File: config.mk
export PLATFORM = sky130hd
export DESIGN_NAME = reset_source_and_clock_monitor
export DESIGN_NICKNAME = d
export VERILOG_FILES = /design/src/reset_monitor_pkg.sv /design/src/clock_stop_detector.sv /design/src/reset_source_and_clock_monitor.sv
export SDC_FILE = /design/constraint.sdc
export NUM_CORES = 1
export LEC_CHECK = 0
export ABC_AREA = 1
export BUFFER_PORTS_ARGS = -buffer_cell sky130_fd_sc_hd__buf_2
export CAP_MARGIN = 20
export CELL_PAD_IN_SITES_DETAIL_PLACEMENT = 1
export CELL_PAD_IN_SITES_GLOBAL_PLACEMENT = 1
export CORE_MARGIN = 1
export CORE_UTILIZATION = 37
export CTS_BUF_LIST = sky130_fd_sc_hd__clkbuf_16
export DETAILED_ROUTE_END_ITERATION = 12
export PLACE_DENSITY_LB_ADDON = 0.1
export SYNTH_ARGS = -nofsm -noshare
export SYNTH_HDL_FRONTEND = slang
export SYNTH_SLANG_ARGS = --single-unit
File: constraint.sdc
create_clock -name ref_clk_in -period 1.7 [get_ports ref_clk_in]
set_input_delay 0.17 -clock ref_clk_in [delete_from_list [all_inputs] [get_ports ref_clk_in]]
set_output_delay 0.17 -clock ref_clk_in [all_outputs]
set_load 0.02 [all_outputs]
File: src/reset_monitor_pkg.sv
// Shared offsets, field positions, reset values and counts for the reset/clock monitor
package reset_monitor_pkg;

  // Register byte addresses
  localparam logic [15:0] RESET_CAUSE_ADDR   = 16'hffac;
  localparam logic [15:0] MON_MODE_ADDR      = 16'hffb0;
  localparam logic [15:0] LV_CONTROL_ADDR    = 16'hffb4;
  localparam logic [15:0] LV_LEVEL_ADDR      = 16'hffb8;
  localparam logic [15:0] MAIN_OSC_CTRL_ADDR = 16'hffbc;
  localparam logic [15:0] MONITOR_STAT_ADDR  = 16'hffc0;

  // Reset cause field positions
  localparam int WATCHDOG_FLAG_BIT = 4;
  localparam int CLOCK_MON_FLAG_BIT = 1;
  localparam int LOW_VOLT_FLAG_BIT = 0;

  // Clock monitor mode and main oscillator control fields
  localparam int MON_ENABLE_BIT = 0;
  localparam int MAIN_OSC_STOP_BIT = 7;
  localparam int MAIN_CLK_SEL_BIT = 0;

  // Monitor status fields
  localparam int STAT_WATCHING_BIT = 0;
  localparam int STAT_STABLE_BIT = 1;

  // Reset values
  localparam logic [7:0] RESET_CAUSE_RESET = 8'h00;
  localparam logic [7:0] MON_MODE_RESET = 8'h00;
  localparam logic [7:0] LV_REG_RESET = 8'h00;
  localparam logic [7:0] MAIN_OSC_RESET = 8'h00;

  // Cycle counts
  localparam int STAB_CYCLES = 65536;
  localparam int STOP_TIMEOUT_CYCLES = 16;

  // Clock monitor state machine
  typedef enum logic [2:0] {
    MON_IDLE  = 3'b001,
    MON_HOLD  = 3'b010,
    MON_WATCH = 3'b100
  } mon_state_t;

endpackage

File: src/clock_stop_detector.sv
// Detects a stalled high-speed clock by sampling it with the reference clock
`timescale 1ns/10ps
`default_nettype none
module clock_stop_detector #(
  parameter int TIMEOUT = reset_monitor_pkg::STOP_TIMEOUT_CYCLES
) (
  // Clock and reset
  input  wire logic ref_clk_in,
  input  wire logic rst_n_in,
  // Control and sample
  input  wire logic enable_in,
  input  wire logic hs_clk_in,
  // Result
  output logic      stopped_out
);

  localparam int CW = $clog2(TIMEOUT + 1);

  logic          hs_prev_q;
  logic [CW-1:0] idle_cnt_q;
  logic          edge_seen;

  assign edge_seen = hs_clk_in ^ hs_prev_q;

  always_ff @(posedge ref_clk_in or negedge rst_n_in) begin
    if (!rst_n_in) begin
      hs_prev_q <= 1'b0;
    end else begin
      hs_prev_q <= hs_clk_in;
    end
  end

  // Cycles since last seen edge
  always_ff @(posedge ref_clk_in or negedge rst_n_in) begin
    if (!rst_n_in) begin
      idle_cnt_q <= '0;
    end else if (!enable_in || edge_seen) begin
      idle_cnt_q <= '0;
    end else if (idle_cnt_q != CW'(TIMEOUT)) begin
      idle_cnt_q <= idle_cnt_q + CW'(1);
    end
  end

  // One-cycle pulse on timeout
  always_ff @(posedge ref_clk_in or negedge rst_n_in) begin
    if (!rst_n_in) begin
      stopped_out <= 1'b0;
    end else begin
      stopped_out <= enable_in && !edge_seen && (idle_cnt_q == CW'(TIMEOUT - 1));
    end
  end

endmodule
`default_nettype wire

File: src/reset_source_and_clock_monitor.sv
// Reset cause recording and high-speed clock supervision with Wishbone registers
// Functional notes
// [RQ1] Keep a byte-wide reset cause register showing the latest internal reset source.
// [RQ2] External reset, power-on clear and a software read of the cause register clear the cause register.
// [RQ3] Watchdog flag bit 4, clock monitor bit 1, low voltage bit 0; others zero.
// [RQ4] Software reads the cause register only as a whole byte.
// [RQ5] Watchdog reset sets its flag, other flags held.
// [RQ6] Clock monitor reset sets bit 1, other flags held.
// [RQ7] Low-voltage reset sets its flag, other flags held.
// [RQ8] Low-voltage registers cleared by all resets except the low-voltage reset.
// [RQ9] Sample high-speed clock with reference clock; reset when it stops.
// [RQ10] No monitoring after reset release until stabilization time ends.
// [RQ11] No monitoring in deep stop and during the following stabilization.
// [RQ12] No monitoring while software stops the main clock, and during restabilization.
// [RQ13] No monitoring while the internal sampling oscillator is stopped.
// [RQ14] Monitoring begins only after software writes enable bit 0 to one.
// [RQ15] Enable bit ignores software zero; only resets clear it.
// [RQ16] A clock monitor reset clears the enable bit and sets its cause flag.
// [RQ17] Enabled while suspended, monitoring starts by itself after stabilization.
// [RQ18] A new cause event wins over a simultaneous read clear.
`timescale 1ns/10ps
`default_nettype none
module reset_source_and_clock_monitor #(
  parameter int STAB_CYCLES = reset_monitor_pkg::STAB_CYCLES,
  parameter int STOP_TIMEOUT = reset_monitor_pkg::STOP_TIMEOUT_CYCLES
) (
  // Clock and reset
  input  wire logic        ref_clk_in,
  input  wire logic        rst_n_in,
  // Wishbone slave
  input  wire logic        wb_cyc_in,
  input  wire logic        wb_stb_in,
  input  wire logic        wb_we_in,
  input  wire logic [15:0] wb_adr_in,
  input  wire logic [3:0]  wb_sel_in,
  input  wire logic [31:0] wb_dat_in,
  output logic      [31:0] wb_dat_out,
  output logic             wb_ack_out,
  // Reset sources
  input  wire logic        power_on_clear_in,
  input  wire logic        watchdog_reset_in,
  input  wire logic        low_voltage_reset_in,
  // Clock status
  input  wire logic        hs_clk_in,
  input  wire logic        int_osc_running_in,
  input  wire logic        deep_stop_in,
  // Outputs
  output logic             clock_monitor_reset_out,
  output logic      [7:0]  low_voltage_control_out,
  output logic      [7:0]  low_voltage_level_out,
  output logic             main_osc_stop_out,
  output logic             main_clock_select_out
);

  localparam int SW = $clog2(STAB_CYCLES + 1);

  // Register state
  logic [7:0] reset_cause_q;
  logic [7:0] reset_cause_d;
  logic       mon_enable_q;
  logic [7:0] lv_control_q;
  logic [7:0] lv_level_q;
  logic [7:0] main_osc_q;
  logic       ack_q;
  logic [31:0] rdata_q;

  // Monitor state
  reset_monitor_pkg::mon_state_t state_q;
  reset_monitor_pkg::mon_state_t state_d;
  logic [SW-1:0] stab_cnt_q;
  logic          stab_done_q;
  logic          mon_reset_q;
  logic          hs_stopped;

  // Bus decode, suspend, internal reset and watching terms
  logic bus_req;
  logic wr_en;
  logic rd_en;
  logic sw_stop;
  logic suspend;
  logic any_int_reset;
  logic watching;

  function automatic logic hit(input logic [15:0] adr, input logic [15:0] reg_addr);
    hit = (adr[15:2] == reg_addr[15:2]);
  endfunction

  assign bus_req = wb_cyc_in && wb_stb_in && !ack_q;
  assign wr_en = bus_req && wb_we_in && wb_sel_in[0];
  assign rd_en = bus_req && !wb_we_in;
  assign wb_ack_out = ack_q;
  assign wb_dat_out = rdata_q;

  assign sw_stop = main_osc_q[reset_monitor_pkg::MAIN_OSC_STOP_BIT] ||
                   main_osc_q[reset_monitor_pkg::MAIN_CLK_SEL_BIT];
  assign suspend = deep_stop_in || sw_stop || !int_osc_running_in; // [RQ11] [RQ12] [RQ13]
  assign any_int_reset = watchdog_reset_in || low_voltage_reset_in || mon_reset_q ||
                         power_on_clear_in;
  assign watching = (state_q == reset_monitor_pkg::MON_WATCH);

  assign clock_monitor_reset_out = mon_reset_q;
  assign low_voltage_control_out = lv_control_q;
  assign low_voltage_level_out = lv_level_q;
  assign main_osc_stop_out = main_osc_q[reset_monitor_pkg::MAIN_OSC_STOP_BIT];
  assign main_clock_select_out = main_osc_q[reset_monitor_pkg::MAIN_CLK_SEL_BIT];

  // Bus acknowledge, one cycle after request
  always_ff @(posedge ref_clk_in or negedge rst_n_in) begin
    if (!rst_n_in) begin
      ack_q <= 1'b0;
    end else begin
      ack_q <= bus_req;
    end
  end

  // Read data capture
  always_ff @(posedge ref_clk_in or negedge rst_n_in) begin
    if (!rst_n_in) begin
      rdata_q <= 32'h0000_0000;
    end else if (rd_en) begin
      rdata_q <= 32'h0000_0000;
      if (hit(wb_adr_in, reset_monitor_pkg::RESET_CAUSE_ADDR)) begin
        rdata_q[7:0] <= reset_cause_q; // [RQ1]
      end else if (hit(wb_adr_in, reset_monitor_pkg::MON_MODE_ADDR)) begin
        rdata_q[reset_monitor_pkg::MON_ENABLE_BIT] <= mon_enable_q;
      end else if (hit(wb_adr_in, reset_monitor_pkg::LV_CONTROL_ADDR)) begin
        rdata_q[7:0] <= lv_control_q;
      end else if (hit(wb_adr_in, reset_monitor_pkg::LV_LEVEL_ADDR)) begin
        rdata_q[7:0] <= lv_level_q;
      end else if (hit(wb_adr_in, reset_monitor_pkg::MAIN_OSC_CTRL_ADDR)) begin
        rdata_q[7:0] <= main_osc_q;
      end else if (hit(wb_adr_in, reset_monitor_pkg::MONITOR_STAT_ADDR)) begin
        rdata_q[reset_monitor_pkg::STAT_WATCHING_BIT] <= watching;
        rdata_q[reset_monitor_pkg::STAT_STABLE_BIT] <= stab_done_q;
      end
    end
  end

  // Reset cause next value
  always_comb begin
    reset_cause_d = reset_cause_q;
    if (power_on_clear_in) begin
      reset_cause_d = reset_monitor_pkg::RESET_CAUSE_RESET; // [RQ2]
    end else begin
      if (rd_en && hit(wb_adr_in, reset_monitor_pkg::RESET_CAUSE_ADDR)) begin
        reset_cause_d = reset_monitor_pkg::RESET_CAUSE_RESET; // [RQ2] [RQ4]
      end
      if (watchdog_reset_in) begin
        reset_cause_d[reset_monitor_pkg::WATCHDOG_FLAG_BIT] = 1'b1; // [RQ5] [RQ18]
      end
      if (mon_reset_q) begin
        reset_cause_d[reset_monitor_pkg::CLOCK_MON_FLAG_BIT] = 1'b1; // [RQ6] [RQ16] [RQ18]
      end
      if (low_voltage_reset_in) begin
        reset_cause_d[reset_monitor_pkg::LOW_VOLT_FLAG_BIT] = 1'b1; // [RQ7] [RQ18]
      end
    end
    reset_cause_d[7:5] = 3'h0; // [RQ3]
    reset_cause_d[3:2] = 2'h0; // [RQ3]
  end

  always_ff @(posedge ref_clk_in or negedge rst_n_in) begin
    if (!rst_n_in) begin
      reset_cause_q <= reset_monitor_pkg::RESET_CAUSE_RESET; // [RQ2]
    end else begin
      reset_cause_q <= reset_cause_d;
    end
  end

  // Clock monitor enable
  always_ff @(posedge ref_clk_in or negedge rst_n_in) begin
    if (!rst_n_in) begin
      mon_enable_q <= reset_monitor_pkg::MON_MODE_RESET[0];
    end else if (any_int_reset) begin
      mon_enable_q <= 1'b0; // [RQ15] [RQ16]
    end else if (wr_en && hit(wb_adr_in, reset_monitor_pkg::MON_MODE_ADDR) &&
                 wb_dat_in[reset_monitor_pkg::MON_ENABLE_BIT]) begin
      mon_enable_q <= 1'b1; // [RQ14] [RQ15]
    end
  end

  // Low-voltage registers
  always_ff @(posedge ref_clk_in or negedge rst_n_in) begin
    if (!rst_n_in) begin
      lv_control_q <= reset_monitor_pkg::LV_REG_RESET;
      lv_level_q <= reset_monitor_pkg::LV_REG_RESET;
    end else if (power_on_clear_in || watchdog_reset_in || mon_reset_q) begin
      lv_control_q <= reset_monitor_pkg::LV_REG_RESET; // [RQ8]
      lv_level_q <= reset_monitor_pkg::LV_REG_RESET; // [RQ8]
    end else if (!low_voltage_reset_in && wr_en) begin
      if (hit(wb_adr_in, reset_monitor_pkg::LV_CONTROL_ADDR)) begin
        lv_control_q <= wb_dat_in[7:0];
      end
      if (hit(wb_adr_in, reset_monitor_pkg::LV_LEVEL_ADDR)) begin
        lv_level_q <= wb_dat_in[7:0];
      end
    end
  end

  // Main oscillator control
  always_ff @(posedge ref_clk_in or negedge rst_n_in) begin
    if (!rst_n_in) begin
      main_osc_q <= reset_monitor_pkg::MAIN_OSC_RESET;
    end else if (any_int_reset) begin
      main_osc_q <= reset_monitor_pkg::MAIN_OSC_RESET;
    end else if (wr_en && hit(wb_adr_in, reset_monitor_pkg::MAIN_OSC_CTRL_ADDR)) begin
      main_osc_q <= wb_dat_in[7:0];
    end
  end

  // Oscillation stabilization wait
  always_ff @(posedge ref_clk_in or negedge rst_n_in) begin
    if (!rst_n_in) begin
      stab_cnt_q <= '0; // [RQ10]
      stab_done_q <= 1'b0;
    end else if (any_int_reset || deep_stop_in || sw_stop) begin
      stab_cnt_q <= '0; // [RQ10] [RQ11] [RQ12]
      stab_done_q <= 1'b0;
    end else if (!stab_done_q) begin
      if (stab_cnt_q == SW'(STAB_CYCLES - 1)) begin
        stab_done_q <= 1'b1;
      end
      stab_cnt_q <= stab_cnt_q + SW'(1);
    end
  end

  // Monitor state machine
  always_comb begin
    state_d = state_q;
    case (state_q)
      reset_monitor_pkg::MON_IDLE: begin
        if (mon_enable_q) begin
          state_d = reset_monitor_pkg::MON_HOLD; // [RQ14]
        end
      end
      reset_monitor_pkg::MON_HOLD: begin
        if (!mon_enable_q) begin
          state_d = reset_monitor_pkg::MON_IDLE;
        end else if (stab_done_q && !suspend) begin
          state_d = reset_monitor_pkg::MON_WATCH; // [RQ10] [RQ17]
        end
      end
      reset_monitor_pkg::MON_WATCH: begin
        if (!mon_enable_q || hs_stopped) begin
          state_d = reset_monitor_pkg::MON_IDLE;
        end else if (suspend || !stab_done_q) begin
          state_d = reset_monitor_pkg::MON_HOLD; // [RQ11] [RQ12] [RQ13]
        end
      end
      default: begin
        state_d = reset_monitor_pkg::MON_IDLE;
      end
    endcase
  end

  always_ff @(posedge ref_clk_in or negedge rst_n_in) begin
    if (!rst_n_in) begin
      state_q <= reset_monitor_pkg::MON_IDLE;
    end else begin
      state_q <= state_d;
    end
  end

  // Internal reset request from the monitor
  always_ff @(posedge ref_clk_in or negedge rst_n_in) begin
    if (!rst_n_in) begin
      mon_reset_q <= 1'b0;
    end else begin
      mon_reset_q <= watching && hs_stopped && mon_enable_q && !suspend; // [RQ9]
    end
  end

  clock_stop_detector #(
    .TIMEOUT (STOP_TIMEOUT)
  ) i_clock_stop_detector (
    .ref_clk_in  (ref_clk_in),
    .rst_n_in    (rst_n_in),
    .enable_in   (watching && !suspend), // [RQ9] [RQ13]
    .hs_clk_in   (hs_clk_in),
    .stopped_out (hs_stopped)
  );

endmodule
`default_nettype wire

Yosys cells after proc, flatten, opt, wreduce, memory -nomap -nowiden

Cells that the tools add are included.

Output and inout bits: 52
Word-level logic and storage cells: 122
Input port bits: 63
Register bits after elaboration: 66

Reduce and logical (&&, ||, !) cells: 51
Equal/unequal tests: 16
$add $sub $neg: 2
Multiplexer cells: 36
Bitwise logic cells: 1

Operators by type and width:

| kind                                            | number |
|---|---|
| 2-to-1 mux 8 bit                                | 11 |
| == test 14 bit, second input constant           | 6 |
| 2-to-1 mux 17 bit                               | 2 |
| 2-to-1 mux 5 bit                                | 4 |
| adder 17 x 1 -> 17 bit, second input constant   | 1 |
| == test 17 x 16 -> 1 bit, second input constant | 1 |
| logical AND 1 bit                               | 17 |
| 2-to-1 mux 3 bit                                | 5 |
| logical OR 1 bit                                | 13 |
| nonzero test 2 bit                              | 6 |
| logical NOT 1 bit                               | 9 |
| 2-to-1 mux 1 bit                                | 9 |
| one-hot mux 3 bit (3 select lines)              | 1 |
| nonzero test 3 bit                              | 3 |
| 2-to-1 mux 7 bit                                | 1 |
| 2-to-1 mux 6 bit                                | 1 |
| adder 5 x 1 -> 5 bit, second input constant     | 1 |
| == test 5 x 4 -> 1 bit, second input constant   | 1 |
| != test 5 bit, second input constant            | 1 |
| 2-to-1 mux 2 bit                                | 2 |
| AND reduction 2 bit                             | 2 |
| == test 3 x 1 -> 1 bit, second input constant   | 1 |
| == test 3 x 2 -> 1 bit, second input constant   | 1 |
| == test 3 bit, second input constant            | 1 |
| 6 further kinds                                 | 6 |

Longest topological paths before layout

Gate-level depths: netlist (run 1).

Word-level depth: 8
Depth in mapped cells: 10
Mapped depth without buffers: 10

Cells and area by module

Synthesis (run 1) repeated with hierarchy kept, for this count alone.

Cells, all modules: 460
Area, all modules: 3,633.5 µm²

By module, submodules not included:

| module                         | cells an instance | times used | sequential area each (µm²) | area each (µm²) |
|---|---|---|---|---|
| reset_source_and_clock_monitor | 418               | 1          | 1,477.7                    | 3,278.1 |
| clock_stop_detector            | 42                | 1          | 175.2                      | 355.3 |

Least setup slack after synthesis (run 1)

No wires, ideal clock.

Path type: flip-flop to flip-flop
Start point: register stab_cnt_q[0]
End point: register stab_cnt_q[16]
Setup time: 92 ps
Path buffers: 0
Stages on the path, launching flop included: 8
Arrival time: 1,464 ps
Path slack: 144 ps
Required time: 1,608 ps
Cells stage by stage: dfrtp_1 -> ha_1 -> nand3_1 -> nor2_1 -> nand2_1 -> nor3_1 -> ha_1 -> o31ai_2

Word-level cells in the longest chain between the ends: 3

RTL lines:

| element                  | RTL line                              | source |
|---|---|---|
| start: declaration       | reset_source_and_clock_monitor.sv:70  | `logic [SW-1:0] stab_cnt_q;` |
| start signal: assignment | reset_source_and_clock_monitor.sv:223 | `stab_cnt_q <= stab_cnt_q + SW'(1);` |
| adder 17 x 1 -> 17 bit   | reset_source_and_clock_monitor.sv:223 |  |
| 2-to-1 mux 17 bit        | reset_source_and_clock_monitor.sv:219 | `end else if (!stab_done_q) begin` |
| 2-to-1 mux 17 bit        | reset_source_and_clock_monitor.sv:216 | `end else if (any_int_reset \|\| deep_stop_in \|\| sw_stop) begin` |

No other way between the ends. The select of a mux whose other input is x is not followed.
A chain may end at the register's enable or synchronous reset.

Worst setup path after layout (run 1)

Start point: register ack_q (netlist: wb_ack_out)
End point: register lv_control_q[1] (netlist: low_voltage_control_out[1])

Word-level cells in the longest chain between the ends: 7

RTL lines:

| element                         | RTL line                              | source |
|---|---|---|
| start: declaration              | reset_source_and_clock_monitor.sv:64  | `logic ack_q;` |
| start signal: assignment        | reset_source_and_clock_monitor.sv:112 | `ack_q <= bus_req;` |
| logical NOT 1 bit               | reset_source_and_clock_monitor.sv:88  | `assign bus_req = wb_cyc_in && wb_stb_in && !ack_q;` |
| logical AND 1 bit               | reset_source_and_clock_monitor.sv:88  |  |
| net bus_req                     | reset_source_and_clock_monitor.sv:76  | `logic bus_req;` |
| logical AND 1 bit (2 in series) | reset_source_and_clock_monitor.sv:89  | `assign wr_en = bus_req && wb_we_in && wb_sel_in[0];` |
| logical AND 1 bit               | reset_source_and_clock_monitor.sv:190 | `end else if (!low_voltage_reset_in && wr_en) begin` |
| nonzero test 2 bit (no line)    | -                                     |  |
| AND reduction 2 bit (no line)   | -                                     |  |
| end signal: assignment          | reset_source_and_clock_monitor.sv:185 | `lv_control_q <= reset_monitor_pkg::LV_REG_RESET;` |
| end signal: assignment          | reset_source_and_clock_monitor.sv:188 | `lv_control_q <= reset_monitor_pkg::LV_REG_RESET;` |
| end signal: assignment          | reset_source_and_clock_monitor.sv:192 | `lv_control_q <= wb_dat_in[7:0];` |
| end: declaration                | reset_source_and_clock_monitor.sv:61  | `logic [7:0] lv_control_q;` |

The timed path passes the listed nets, and every way through them passes these cells.

==> run summary, run 1 <==
============================================================================================
Status                                                                          finished clean
Die footprint                                                                    0.01037 mm²
Most numerous cell in the Yosys netlist                                         sky130_fd_sc_hd__nand2_1
Non-Filler Cell Area, Final                                                     0.004589 mm²
Tightest Pin Transition                                                            0.5707 ns
Sum of net half-perimeters after detailed placement                                 7.360 mm
Kind of critical path                                                                reg2reg
Worst EP arrival                                                                     1.83 ns
CTS Root Cell                                                                   sky130_fd_sc_hd__clkbuf_16
Cell count after synthesis                                                               455
Overall power                                                                       4.139 mW
Net count of the finished layout                                                         617
Wire length of the first global-routing pass                                        16.31 mm
Weighted congestion at the end of routability-driven global placement                 0.7684
Fraction of the yosys area taken by sequential cells                                  0.4481
Critical path origin                                                              wb_ack_out
Cell-by-cell listing of the critical path                                       nor2_2 -> nand3_2 -> nor2_2 -> a21oi_4 -> buf_12 -> buf_4 -> o21ai_2
Clock latency at the later pin of the worst-skew pair                                0.34 ns
Cell type with the highest occurrence count on the critical path                sky130_fd_sc_hd__nor2_2
Data required time at the worst endpoint                                             1.97 ns
Static power due to leakage                                                         2.285 nW
Clock transition at the registers of the reported paths                              0.06 ns
Tightest Hold Check Type                                                              in2reg
Routed Antenna Nets                                                                        0
Highest cell delay on the worst timing path                                          0.39 ns
Logic depth of the worst register-to-register path                                         7
Post-synthesis adder-cell area fraction                                              0.01696
Final worst-path cycle share                                                          0.9191
Starting density of the core                                                          0.3791
Cell total after placement                                                               664
I/O Pins                                                                                 115
Wirelength, routed                                                                  9.664 mm
Maximum fanout count along the critical path                                              15
Kind of end point of the critical path                                             flip-flop
Post-synthesis area per instance                                                   8.107 µm²
Fraction of synthesized area in multiplexers                                               0
Max-cap violations                                                                         0
Worst slew slack as a fraction of its limit                                           0.6195
Area growth from synthesis to final layout                                            24.42%
Register bit total from synthesis                                                         66
Syn Std Cell Area                                                               0.003689 mm²
Die Span X                                                                          101.8 µm
Finish-stage setup viols                                                                   0
Area share of xor/xnor cells in the synthesized design                               0.01425
Number of max-slew violations in the final report                                          0
Register-to-Register Setup Slack                                                     0.14 ns
Maximum number of pins on one net before global-route repair                              44
Number of buffers between clock root and the deepest sink                                  2
Port Buf Inserts                                                                          61
Power density normalized to cell area                                           901.8 mW/mm²
Fraction of final layout cells sized beyond drive strength 1                          0.2617
Termination of the worst setup path                                             low_voltage_control_out[1]
Number of detailed-routing iterations run before antenna repair                            4
Launch point of the worst reg-to-reg path                                         wb_ack_out
Fillcell total                                                                          1216
Vias in the first global route                                                          3361
Number of cells in the finished layout apart from fillers                                687
Count of synthesis-stage warnings from yosys                                               0
DRT iter0 DRCs                                                                           104
GRT Overall Usage                                                                     0.2059
Synth Flop Type                                                                 sky130_fd_sc_hd__dfrtp_1
List of most frequent post-synthesis cells                                      111 x sky130_fd_sc_hd__nand2_1, 65 x sky130_fd_sc_hd__dfrtp_1, 53 x sky130_fd_sc_hd__inv_1, 42 x sky130_fd_sc_hd__nor2_1, 35 x sky130_fd_sc_hd__nand3_1
Peak ir drop on the vdd network                                                    0.3969 mV
RSZ-0062 raised after global routing                                                     yes
Total Neg Setup Slack                                                                   0 ns
Final Skew                                                                       0.007407 ns
Count of different cell masters after synthesis                                           42
Number of buffers inserted during clock tree synthesis                                     9
Endpoint of the worst-slack reg-to-reg timing path                              low_voltage_control_out[1]
Post-place instance area                                                        0.004175 mm²
Final core utilization                                                                0.4717
Average wire per standard cell                                                      14.07 µm
Fraction of synthesized cell area taken by the top area cell type                     0.4410
Setup crit start kind                                                              flip-flop
Number of antenna violations at the first check in global routing                          0
Depth of the CTS H-tree                                                                    3
Combinational family with the most area after synthesis                         simple AND/OR/NAND/NOR gates
Overflow left after global routing                                                         0
Row count                                                                                 36
Final Hold Viols                                                                           0
Biggest area consumer among synthesized cells                                   sky130_fd_sc_hd__dfrtp_1
CTS tree                                                                                 yes
Post-synth EDFFs                                                                           0
Remaining design rule violation count                                                      0
Basic-gate share of the synthesized area counting and, or, nand and nor cells         0.2890
Count of inserted antenna diode cells                                                      0
Cell types with the largest area share after synthesis                          sky130_fd_sc_hd__dfrtp_1 44%, sky130_fd_sc_hd__nand2_1 11%, sky130_fd_sc_hd__inv_1 5.4%
Vias/cell                                                                              4.681
Async set-or-reset flop fraction in the synthesized netlist                            1.000
Via count of the routed design                                                          3216
Number of sinks handled by clock tree synthesis                                           66
Vertical die dimension                                                              101.8 µm
Peak clock frequency supported by timing                                           640.0 MHz
Area of the placeable core                                                      0.009729 mm²
Slowest stage cell on the critical path                                         sky130_fd_sc_hd__dfrtp_1
Final critical path time including I/O delays and setup                             1.562 ns
Compound-cell area share of the yosys netlist                                         0.1065
============================================================================================
registers in the layout, indices dropped and copies added, names as in the netlist:
| name | count |
|---|---|
| i_clock_stop_detector.idle_cnt_q | 5 |
| state_q | 3 |
| wb_ack_out | 1 |
| low_voltage_level_out | 8 |
| wb_dat_out | 8 |
| main_osc_q | 8 |
| stab_done_q | 1 |
| i_clock_stop_detector.hs_prev_q | 1 |
| clock_monitor_reset_out | 1 |
| reset_cause_q | 3 |
| stab_cnt_q | 17 |
| low_voltage_control_out | 8 |
| mon_enable_q | 1 |
| i_clock_stop_detector.stopped_out | 1 |
worst max-delay path, delay by kind of cell, from the launching register on:
| family | cells | cell delay [ns] |
|---|---|---|
| and+or+nand+nor | 3 | 0.60 |
| DFF | 1 | 0.39 |
| buffers and inverters | 2 | 0.30 |
| AOI/OAI and AO/OA | 2 | 0.19 |
kinds of logic (layout without fill, tap and decap cells):
group | count (synthesis) | after routing
buffers and inverters | 88 | 164
other | 1 | 24
XOR/XNOR | 6 | 6
AO/OA/AOI/OAI | 60 | 60
AND/OR/NAND/NOR | 229 | 229
adder cells (fa/ha/maj) | 5 | 5
flip-flops | 66 | 66
cells in the final DEF (no fill, tap or decap), types with 2 or more instances in the layout:
master / Yosys / routed
sky130_fd_sc_hd__a21oi_1: 16 / 16
sky130_fd_sc_hd__a21oi_4: 2 / 2
sky130_fd_sc_hd__buf_2: 0 / 61
sky130_fd_sc_hd__buf_4: 24 / 25
sky130_fd_sc_hd__bufinv_16: 0 / 2
sky130_fd_sc_hd__clkbuf_16: 0 / 9
sky130_fd_sc_hd__clkinv_4: 1 / 2
sky130_fd_sc_hd__clkinvlp_4: 0 / 2
sky130_fd_sc_hd__conb_1: 1 / 24
sky130_fd_sc_hd__dfrtp_1: 65 / 65
sky130_fd_sc_hd__dlygate4sd3_1: 0 / 2
sky130_fd_sc_hd__ha_1: 5 / 5
sky130_fd_sc_hd__inv_1: 53 / 53
sky130_fd_sc_hd__inv_2: 4 / 4
sky130_fd_sc_hd__inv_6: 0 / 2
sky130_fd_sc_hd__nand2_1: 111 / 111
sky130_fd_sc_hd__nand2_2: 4 / 4
sky130_fd_sc_hd__nand2_4: 2 / 2
sky130_fd_sc_hd__nand3_1: 35 / 35
sky130_fd_sc_hd__nand4_1: 5 / 5
sky130_fd_sc_hd__nor2_1: 42 / 41
sky130_fd_sc_hd__nor2_2: 3 / 4
sky130_fd_sc_hd__nor2_4: 2 / 2
sky130_fd_sc_hd__nor3_1: 13 / 10
sky130_fd_sc_hd__nor3_2: 3 / 6
sky130_fd_sc_hd__o211ai_1: 5 / 5
sky130_fd_sc_hd__o21ai_0: 11 / 11
sky130_fd_sc_hd__o21ai_1: 13 / 13
sky130_fd_sc_hd__o21ai_2: 8 / 8
sky130_fd_sc_hd__o221ai_1: 2 / 2
sky130_fd_sc_hd__xor2_1: 5 / 5
power by group:
group          internal [mW]  switching [mW]  total, mW
registers               1.63          0.0359       1.66
logic                  0.140           0.281      0.421
clock network           1.30           0.757       2.05
total                   3.06            1.07       4.14
repair_timing:
action / CTS / global route
endpoints found under the hold margin: 66 / 0
endpoints found under the setup margin: 0 / 11
gates resized for setup: 0 / 4
hold buffers: 2 / 0
setup buffers: 0 / 5
worst min-delay path by stage:
stage                            startpoint                 endpoint  slack [ns]  depth (start not counted)
after detailed placement           rst_n_in            wb_dat_out[0]        0.19                          2
after global placement             rst_n_in            wb_dat_out[0]        0.19                          2
after floorplan                    rst_n_in  clock_monitor_reset_out       -0.13                          0
after global routing      power_on_clear_in         reset_cause_q[0]        0.09                          2
after CTS                 power_on_clear_in         reset_cause_q[0]        0.07                          2
final                     power_on_clear_in         reset_cause_q[4]        0.08                          2
final cells by class:
cell class | count | area, µm² | area share
multi-input cells | 324 | 1682 | 0.3664
flip-flops and latches | 66 | 1653 | 0.3601
repair buffers | 89 | 533.0 | 0.1161
inverters | 59 | 229.0 | 0.04989
clock buffers | 9 | 225.2 | 0.04907
well taps | 133 | 166.4 | 0.03626
clock inverters | 7 | 101.3 | 0.02208
metal layers:
layer,track usage,vias to the layer above,share of wire
met5,0,-,0
met4,0.05604,0,0.0091
met3,0.04378,9,0.032
met2,0.3591,51,0.51
met1,0.2586,1543,0.45
li1,-,1613,-
through the flow:
step,hold WS (ns),setup slack [ns]
3_5_place_dp,0.1890,0.05771
4_1_cts,0.06875,0.04074
2_1_floorplan,-0.1256,0.1438
6_report,0.07883,0.1375
5_1_grt,0.08753,-0.01219
3_3_place_gp,0.1908,0.1240
Note: power is estimated with default switching activity, not from simulation.
==> run 2, diff against run 1 <==
--- a/config.mk
+++ b/config.mk
@@ -11,8 +11,8 @@
 export CELL_PAD_IN_SITES_DETAIL_PLACEMENT = 1
 export CELL_PAD_IN_SITES_GLOBAL_PLACEMENT = 1
 export CORE_MARGIN = 1
-export CORE_UTILIZATION = 37
-export CTS_BUF_LIST = sky130_fd_sc_hd__clkbuf_16
+export CORE_UTILIZATION = 38
+export CTS_BUF_LIST = sky130_fd_sc_hd__clkbuf_2
 export DETAILED_ROUTE_END_ITERATION = 12
 export PLACE_DENSITY_LB_ADDON = 0.1
 export SYNTH_ARGS = -nofsm -noshare
==> run 2 against run 1 <==
  * Combinational power rose by 4%
  * Register-to-register slack improved by 0.04 ns
  * Final cell count rose by 1.5%
  * Die area fell by 2.6%
  * Maximum frequency rose by 2.4%
==> run summary, run 2 (synthesized netlist as in run 1, its figures left out) <==
====================================================================================
Hold EP                                                                 clock_monitor_reset_out
Depth of the CTS H-tree                                                            3   unchanged
Kind of critical path                                                        reg2reg
Static power due to leakage                                                 2.307 nW   +0.96%
CTS Root Cell                                                           sky130_fd_sc_hd__clkbuf_2
Peak ir drop on the vdd network                                            0.3035 mV   -24%
Worst EP arrival                                                             1.96 ns   +0.13 ns
Count of inserted antenna diode cells                                              0   unchanged
Final worst-path cycle share                                                  0.8977   -0.02136
Net count of the finished layout                                                 631   +2.3%
Starting density of the core                                                  0.3954   +0.01632
Clock latency at the later pin of the worst-skew pair                        0.53 ns   +0.19 ns
RSZ-0062 raised after global routing                                              no
Via count of the routed design                                                  3289   +2.3%
DRT iter0 DRCs                                                                    92   -12%
Final critical path time including I/O delays and setup                     1.526 ns   -0.03631 ns
Kind of end point of the critical path                                     flip-flop
Total Neg Setup Slack                                                           0 ns   unchanged
Maximum number of pins on one net before global-route repair                      67   +52%
Number of max-slew violations in the final report                                  0   unchanged
Vias/cell                                                                      4.719   +0.80%
Hold path startpoint                                                    deep_stop_in
Register-to-Register Setup Slack                                             0.17 ns   +0.04 ns
Number of buffers inserted during clock tree synthesis                             9   unchanged
Launch point of the worst reg-to-reg path                               stab_cnt_q[0]
Setup crit start kind                                                      flip-flop
Fraction of final layout cells sized beyond drive strength 1                  0.2641   +0.002352
Overall power                                                               3.570 mW   -14%
Highest-count cells in the layout ignoring fill and taps                110 x sky130_fd_sc_hd__nand2_1, 65 x sky130_fd_sc_hd__dfrtp_1, 61 x sky130_fd_sc_hd__buf_2, 53 x sky130_fd_sc_hd__inv_1, 40 x sky130_fd_sc_hd__nor2_1
Vertical die dimension                                                      100.5 µm   -1.3%
Finish-stage setup viols                                                           0   unchanged
Number of buffers between clock root and the deepest sink                          2   unchanged
Final Skew                                                                0.02803 ns   +0.02062 ns
Number of detailed-routing iterations run before antenna repair                    4   unchanged
Remaining design rule violation count                                              0   unchanged
Area growth from synthesis to final layout                                    24.93%
Area of the placeable core                                              0.009328 mm²   -4.1%
Weighted congestion at the end of routability-driven global placement         0.7750   +0.86%
Port Buf Inserts                                                                  61   unchanged
Worst hold stages                                                                  4   +2
I/O Pins                                                                         115   unchanged
Largest reg by FF count                                                   stab_cnt_q
Wirelength, routed                                                          9.599 mm   -0.67%
Fillcell total                                                                  1201   -1.2%
Endpoint of the worst-slack reg-to-reg timing path                      stab_cnt_q[16]
Sum of net half-perimeters after detailed placement                         7.127 mm   -3.2%
Number of cells in the finished layout apart from fillers                        697   +1.5%
Wire length of the first global-routing pass                                15.95 mm   -2.2%
Average wire per standard cell                                              13.77 µm   -2.1%
Final Hold Viols                                                                   0   unchanged
Die Span X                                                                  100.5 µm   -1.3%
Data required time at the worst endpoint                                     2.13 ns   +0.16 ns
Vias in the first global route                                                  3336   -0.74%
Power density normalized to cell area                                   774.7 mW/mm²   -14%
Status                                                                  finished clean
Row count                                                                         35   -2.8%
CTS tree                                                                         yes
Max-cap violations                                                                 0   unchanged
Tightest Hold Check Type                                                      in2reg
Clock transition at the registers of the reported paths                      0.20 ns   +0.14 ns
Die footprint                                                            0.01010 mm²   -2.6%
Final core utilization                                                        0.4940   +0.02232
Routed Antenna Nets                                                                0   unchanged
Maximum fanout count along the critical path                                       2   -13
Minimum setup slack in the final design                                    0.1738 ns   +0.03631 ns
Commonest non-fill, non-tap cell in the layout                          sky130_fd_sc_hd__nand2_1
Peak clock frequency supported by timing                                   655.2 MHz   +2.4%
Max reg flops                                                                     17   unchanged
Cell total after placement                                                       660   -0.60%
Overflow left after global routing                                                 0   unchanged
Post-placement setup slack                                                0.06687 ns   +0.009155 ns
GRT Overall Usage                                                             0.2037   -0.002196
Number of antenna violations at the first check in global routing                  0   unchanged
Number of sinks handled by clock tree synthesis                                   66   unchanged
Logic depth of the worst register-to-register path                                 7   unchanged
====================================================================================
==> run 2: per-stage QoR <==
stage / cell area, µm² / hold slack [ns]
floorplan: 3775 / -0.1256
global placement: 4183 / 0.2235
detailed placement: 4183 / 0.2392
CTS: 4542 / 0.02925
global route: 4608 / 0.06028
finish: 4608 / 0.06120
==> run 2: worst max path at each step <==
stage                        from                                  end  slack [ns]  cells after the start
floorplan           stab_cnt_q[0]                       stab_cnt_q[16]        0.14                      7
global placement    stab_cnt_q[1]                       stab_cnt_q[16]        0.12                      7
detailed placement  stab_cnt_q[1]                       stab_cnt_q[16]        0.07                      7
CTS                 stab_cnt_q[1]                       stab_cnt_q[16]        0.03                      7
global route        main_osc_q[7]  i_clock_stop_detector.idle_cnt_q[2]       0.006                      5
finish              stab_cnt_q[0]                       stab_cnt_q[16]        0.17                      7
==> run 2: report_power, final <==
group | total [mW] | internal (mW) | switching [mW] | leakage (nW)
combinational | 0.439 | 0.159 | 0.280 | 1.30
clock | 1.47 | 0.797 | 0.668 | 0.108
sequential | 1.67 | 1.63 | 0.0362 | 0.902
==> run 2: cell type report <==
cell class | count | area [µm²] | share of cell area
flip-flops and latches | 66 | 1653 | 0.3587
clock inverters | 7 | 146.4 | 0.03177
well taps | 129 | 161.4 | 0.03503
multi-input cells | 324 | 1700 | 0.3690
inverters | 59 | 229.0 | 0.04969
clock buffers | 9 | 45.04 | 0.009775
repair buffers | 103 | 673.1 | 0.1461
==> run 2: repair_timing <==
action / in CTS / in global routing
setup buffers: 1 / 4
endpoints found under the hold margin: 97 / 0
resized for setup: 0 / 9
pin swaps: 0 / 2
hold buffers: 16 / 0
setup endpoints to repair: 1 / 9
==> run 2: worst max-delay path, stage by stage (launching register included) <==
cell                      delay (ns)
sky130_fd_sc_hd__dfrtp_1        0.41
sky130_fd_sc_hd__ha_2           0.20
sky130_fd_sc_hd__nand3_1        0.09
sky130_fd_sc_hd__nor2_2         0.13
sky130_fd_sc_hd__nand2_2        0.08
sky130_fd_sc_hd__nor3_2         0.11
sky130_fd_sc_hd__ha_1           0.25
sky130_fd_sc_hd__o31ai_2        0.18
==> run 2: metal layers <==
metal | wire (µm) | part of all wire | up-vias | GRT usage
li1 | - | - | 1637 | -
met1 | 4251 | 0.44 | 1599 | 0.2519
met2 | 5016 | 0.52 | 43 | 0.3651
met3 | 215 | 0.022 | 10 | 0.02843
met4 | 116 | 0.012 | 0 | 0.06689
met5 | 0 | 0 | - | 0
==> run 3, diff against run 2 <==
--- a/config.mk
+++ b/config.mk
@@ -11,7 +11,7 @@
 export CELL_PAD_IN_SITES_DETAIL_PLACEMENT = 1
 export CELL_PAD_IN_SITES_GLOBAL_PLACEMENT = 1
 export CORE_MARGIN = 1
-export CORE_UTILIZATION = 38
+export CORE_UTILIZATION = 41
 export CTS_BUF_LIST = sky130_fd_sc_hd__clkbuf_2
 export DETAILED_ROUTE_END_ITERATION = 12
 export PLACE_DENSITY_LB_ADDON = 0.1
==> constraint.sdc (replaced) <==
create_clock -name ref_clk_in -period 1.8 [get_ports ref_clk_in]
set_input_delay 0.18 -clock ref_clk_in [delete_from_list [all_inputs] [get_ports ref_clk_in]]
set_output_delay 0.18 -clock ref_clk_in [all_outputs]
set_load 0.02 [all_outputs]
==> run 3 against run 2 <==
  * Sequential share of layout area is 1.6 points higher
  * Global-route usage increased by 0.46 points
  * Register-to-register slack worse by 0.04 ns
  * Wire length is 5.8% lower
  * Flip-flop and latch count unchanged
  * Via count is 2.9% lower
  * Maximum frequency fell by 8.3%
  * Critical path depth unchanged
  * Clock-buffer cell count unchanged
  * Highest routed layer unchanged
==> run summary, run 3 (synthesized netlist as in run 1, its figures left out) <==
====================================================================================
Remaining design rule violation count                                              0   unchanged
DRT iter0 DRCs                                                                    93   +1.1%
Termination of the worst setup path                                     stab_cnt_q[16]
Kind of end point of the critical path                                     flip-flop
Vias/cell                                                                      4.816   +2.1%
Max-cap violations                                                                 0   unchanged
Depth of the CTS H-tree                                                            3   unchanged
Internal Dissipation                                                        2.151 mW   -17%
Kind of critical path                                                        reg2reg
CTS Root Cell                                                           sky130_fd_sc_hd__clkbuf_2
Tightest Hold Check Type                                                      in2reg
Number of buffers between clock root and the deepest sink                          2   unchanged
Register-to-Register Setup Slack                                             0.14 ns   -0.04 ns
Clock transition at the registers of the reported paths                      0.21 ns   about the same
Net Sw Power                                                                916.0 µW   -6.9%
Peak clock frequency supported by timing                                   600.9 MHz   -8.3%
Sw Share                                                                      0.2986   +0.02294
Critical path origin                                                    stab_cnt_q[0]
Max reg flops                                                                     17   unchanged
Weighted congestion at the end of routability-driven global placement         0.8100   +4.5%
Overall power                                                               3.067 mW   -14%
RSZ-0062 raised after global routing                                              no
Launch point of the worst reg-to-reg path                               stab_cnt_q[0]
Port Buf Inserts                                                                  61   unchanged
Via count of the routed design                                                  3193   -2.9%
Clk pwr share                                                                  0.357   -0.053
Average wire per standard cell                                              13.63 µm   -1.0%
Final critical path time including I/O delays and setup                     1.664 ns   +0.1381 ns
Largest reg by FF count                                                   stab_cnt_q
Final Hold Viols                                                                   0   unchanged
Maximum fanout count along the critical path                                       3   +1
Routed Antenna Nets                                                                0   unchanged
Worst EP arrival                                                             2.09 ns   +0.13 ns
Sum of net half-perimeters after detailed placement                         6.828 mm   -4.2%
Finish-stage setup viols                                                           0   unchanged
Die Span X                                                                  96.85 µm   -3.7%
Count of inserted antenna diode cells                                              0   unchanged
Vias in the first global route                                                  3428   +2.8%
Number of buffers inserted during clock tree synthesis                             9   unchanged
Final Skew                                                                0.02970 ns   +0.001668 ns
Commonest non-fill, non-tap cell in the layout                          sky130_fd_sc_hd__nand2_1
Wirelength, routed                                                          9.038 mm   -5.8%
Setup crit start kind                                                      flip-flop
Net count of the finished layout                                                 618   -2.1%
Highest-count cells in the layout ignoring fill and taps                111 x sky130_fd_sc_hd__nand2_1, 65 x sky130_fd_sc_hd__dfrtp_1, 61 x sky130_fd_sc_hd__buf_2, 53 x sky130_fd_sc_hd__inv_1, 41 x sky130_fd_sc_hd__nor2_1
Clock latency at the later pin of the worst-skew pair                        0.50 ns   -0.03 ns
Final core utilization                                                        0.5053   +0.01128
Proportion of power drawn by combinational gates                               0.130   +0.007
Vertical die dimension                                                      96.85 µm   -3.7%
Number of max-slew violations in the final report                                  0   unchanged
Tightest Pin Transition                                                    0.5821 ns
Maximum number of pins on one net before global-route repair                      30   -55%
Area growth from synthesis to final layout                                    19.47%
Worst slew slack as a fraction of its limit                                   0.6111
Final worst-path cycle share                                                  0.9246   +0.02687
Area of the placeable core                                              0.008721 mm²   -6.5%
Fraction of final layout cells sized beyond drive strength 1                  0.2342   -0.02985
Static power due to leakage                                                 2.210 nW   -4.2%
GRT Overall Usage                                                             0.2084   +0.004632
I/O Pins                                                                         115   unchanged
Starting density of the core                                                  0.4230   +0.02752
Endpoint of the worst-slack reg-to-reg timing path                      stab_cnt_q[16]
Status                                                                  finished clean
Die footprint                                                           0.009380 mm²   -7.2%
Hold path startpoint                                                    deep_stop_in
Number of sinks handled by clock tree synthesis                                   66   unchanged
Reg power frac                                                                 0.513   +0.047
Number of antenna violations at the first check in global routing                  0   unchanged
Data required time at the worst endpoint                                     2.22 ns   +0.09 ns
Overflow left after global routing                                                 0   unchanged
Wire length of the first global-routing pass                                15.92 mm   -0.17%
Peak ir drop on the vdd network                                            0.4769 mV   +57%
Power density normalized to cell area                                   696.1 mW/mm²   -10%
CTS tree                                                                         yes
Row count                                                                         34   -2.9%
Logic depth of the worst register-to-register path                                 7   unchanged
Total Neg Setup Slack                                                           0 ns   unchanged
Number of detailed-routing iterations run before antenna repair                    4   unchanged
====================================================================================
run 3: cell types whose count changed in the layout (fill, tap and decap cells not counted), sizes merged:
cell,delta
buf,-13
clkinv,+3
inv,-1
bufinv,-2
run 3: worst min-delay path by stage:
stage | cells after the start | endpoint
final | 4 | clock_monitor_reset_out
after global placement | 1 | wb_dat_out[0]
after floorplan | 0 | clock_monitor_reset_out
after detailed placement | 1 | wb_dat_out[0]
after CTS | 4 | clock_monitor_reset_out
after global routing | 4 | clock_monitor_reset_out
run 3: metal layers:
layer | vias to the layer above | part of all wire | GRT usage | routed length [µm]
li1 | 1610 | - | - | -
met1 | 1516 | 0.46 | 0.2705 | 4178
met2 | 59 | 0.50 | 0.3548 | 4488
met3 | 8 | 0.030 | 0.02962 | 271
met4 | 0 | 0.011 | 0.07233 | 100
met5 | - | 0 | 0 | 0
run 3: power groups by stage:
stage               Combinational [mW]  Clock [mW]  Sequential [mW]
finish                           0.400        1.09             1.57
global route                     0.451        1.18             1.58
CTS                              0.407        1.12             1.57
detailed placement               0.376           0             1.60
global placement                 0.366           0             1.60
floorplan                        0.244           0             1.62
run 3: what timing repair did:
| action | CTS | global route |
|---|---|---|
| endpoints found under the setup margin | 0 | 2 |
| resized for setup | 0 | 2 |
| endpoints found under the hold margin | 52 | 0 |
| hold buffers | 16 | 0 |
| setup buffers | 0 | 1 |
run 3: final cells by class:
class,instances,area (µm²)
clock buffers,9,45.04
clock inverters,7,100.1
multi-input cells,324,1669
well taps,108,135.1
flip-flops and latches,66,1653
repair buffers,90,575.6
inverters,59,229.0
fillers,1103,4314
run 3: worst max-delay path, cell delays in order (launching register included):
cell	delay [ns]
sky130_fd_sc_hd__dfrtp_1	0.44
sky130_fd_sc_hd__ha_2	0.22
sky130_fd_sc_hd__nand3_1	0.10
sky130_fd_sc_hd__nor2_2	0.12
sky130_fd_sc_hd__nand2_1	0.09
sky130_fd_sc_hd__nor3_1	0.15
sky130_fd_sc_hd__ha_1	0.27
sky130_fd_sc_hd__o31ai_2	0.21
run 3: per-stage QoR:
stage	instances	worst slack [ns]	hold slack (ns)	cell area, µm²
6_report	663	0.1357	0.06942	4407
2_1_floorplan	478	0.2438	-0.1156	3775
5_1_grt	663	0.005575	0.03246	4407
3_5_place_dp	630	0.1229	0.2111	4089
3_3_place_gp	630	0.1568	0.2067	4089
4_1_cts	662	0.09494	0.04364	4394
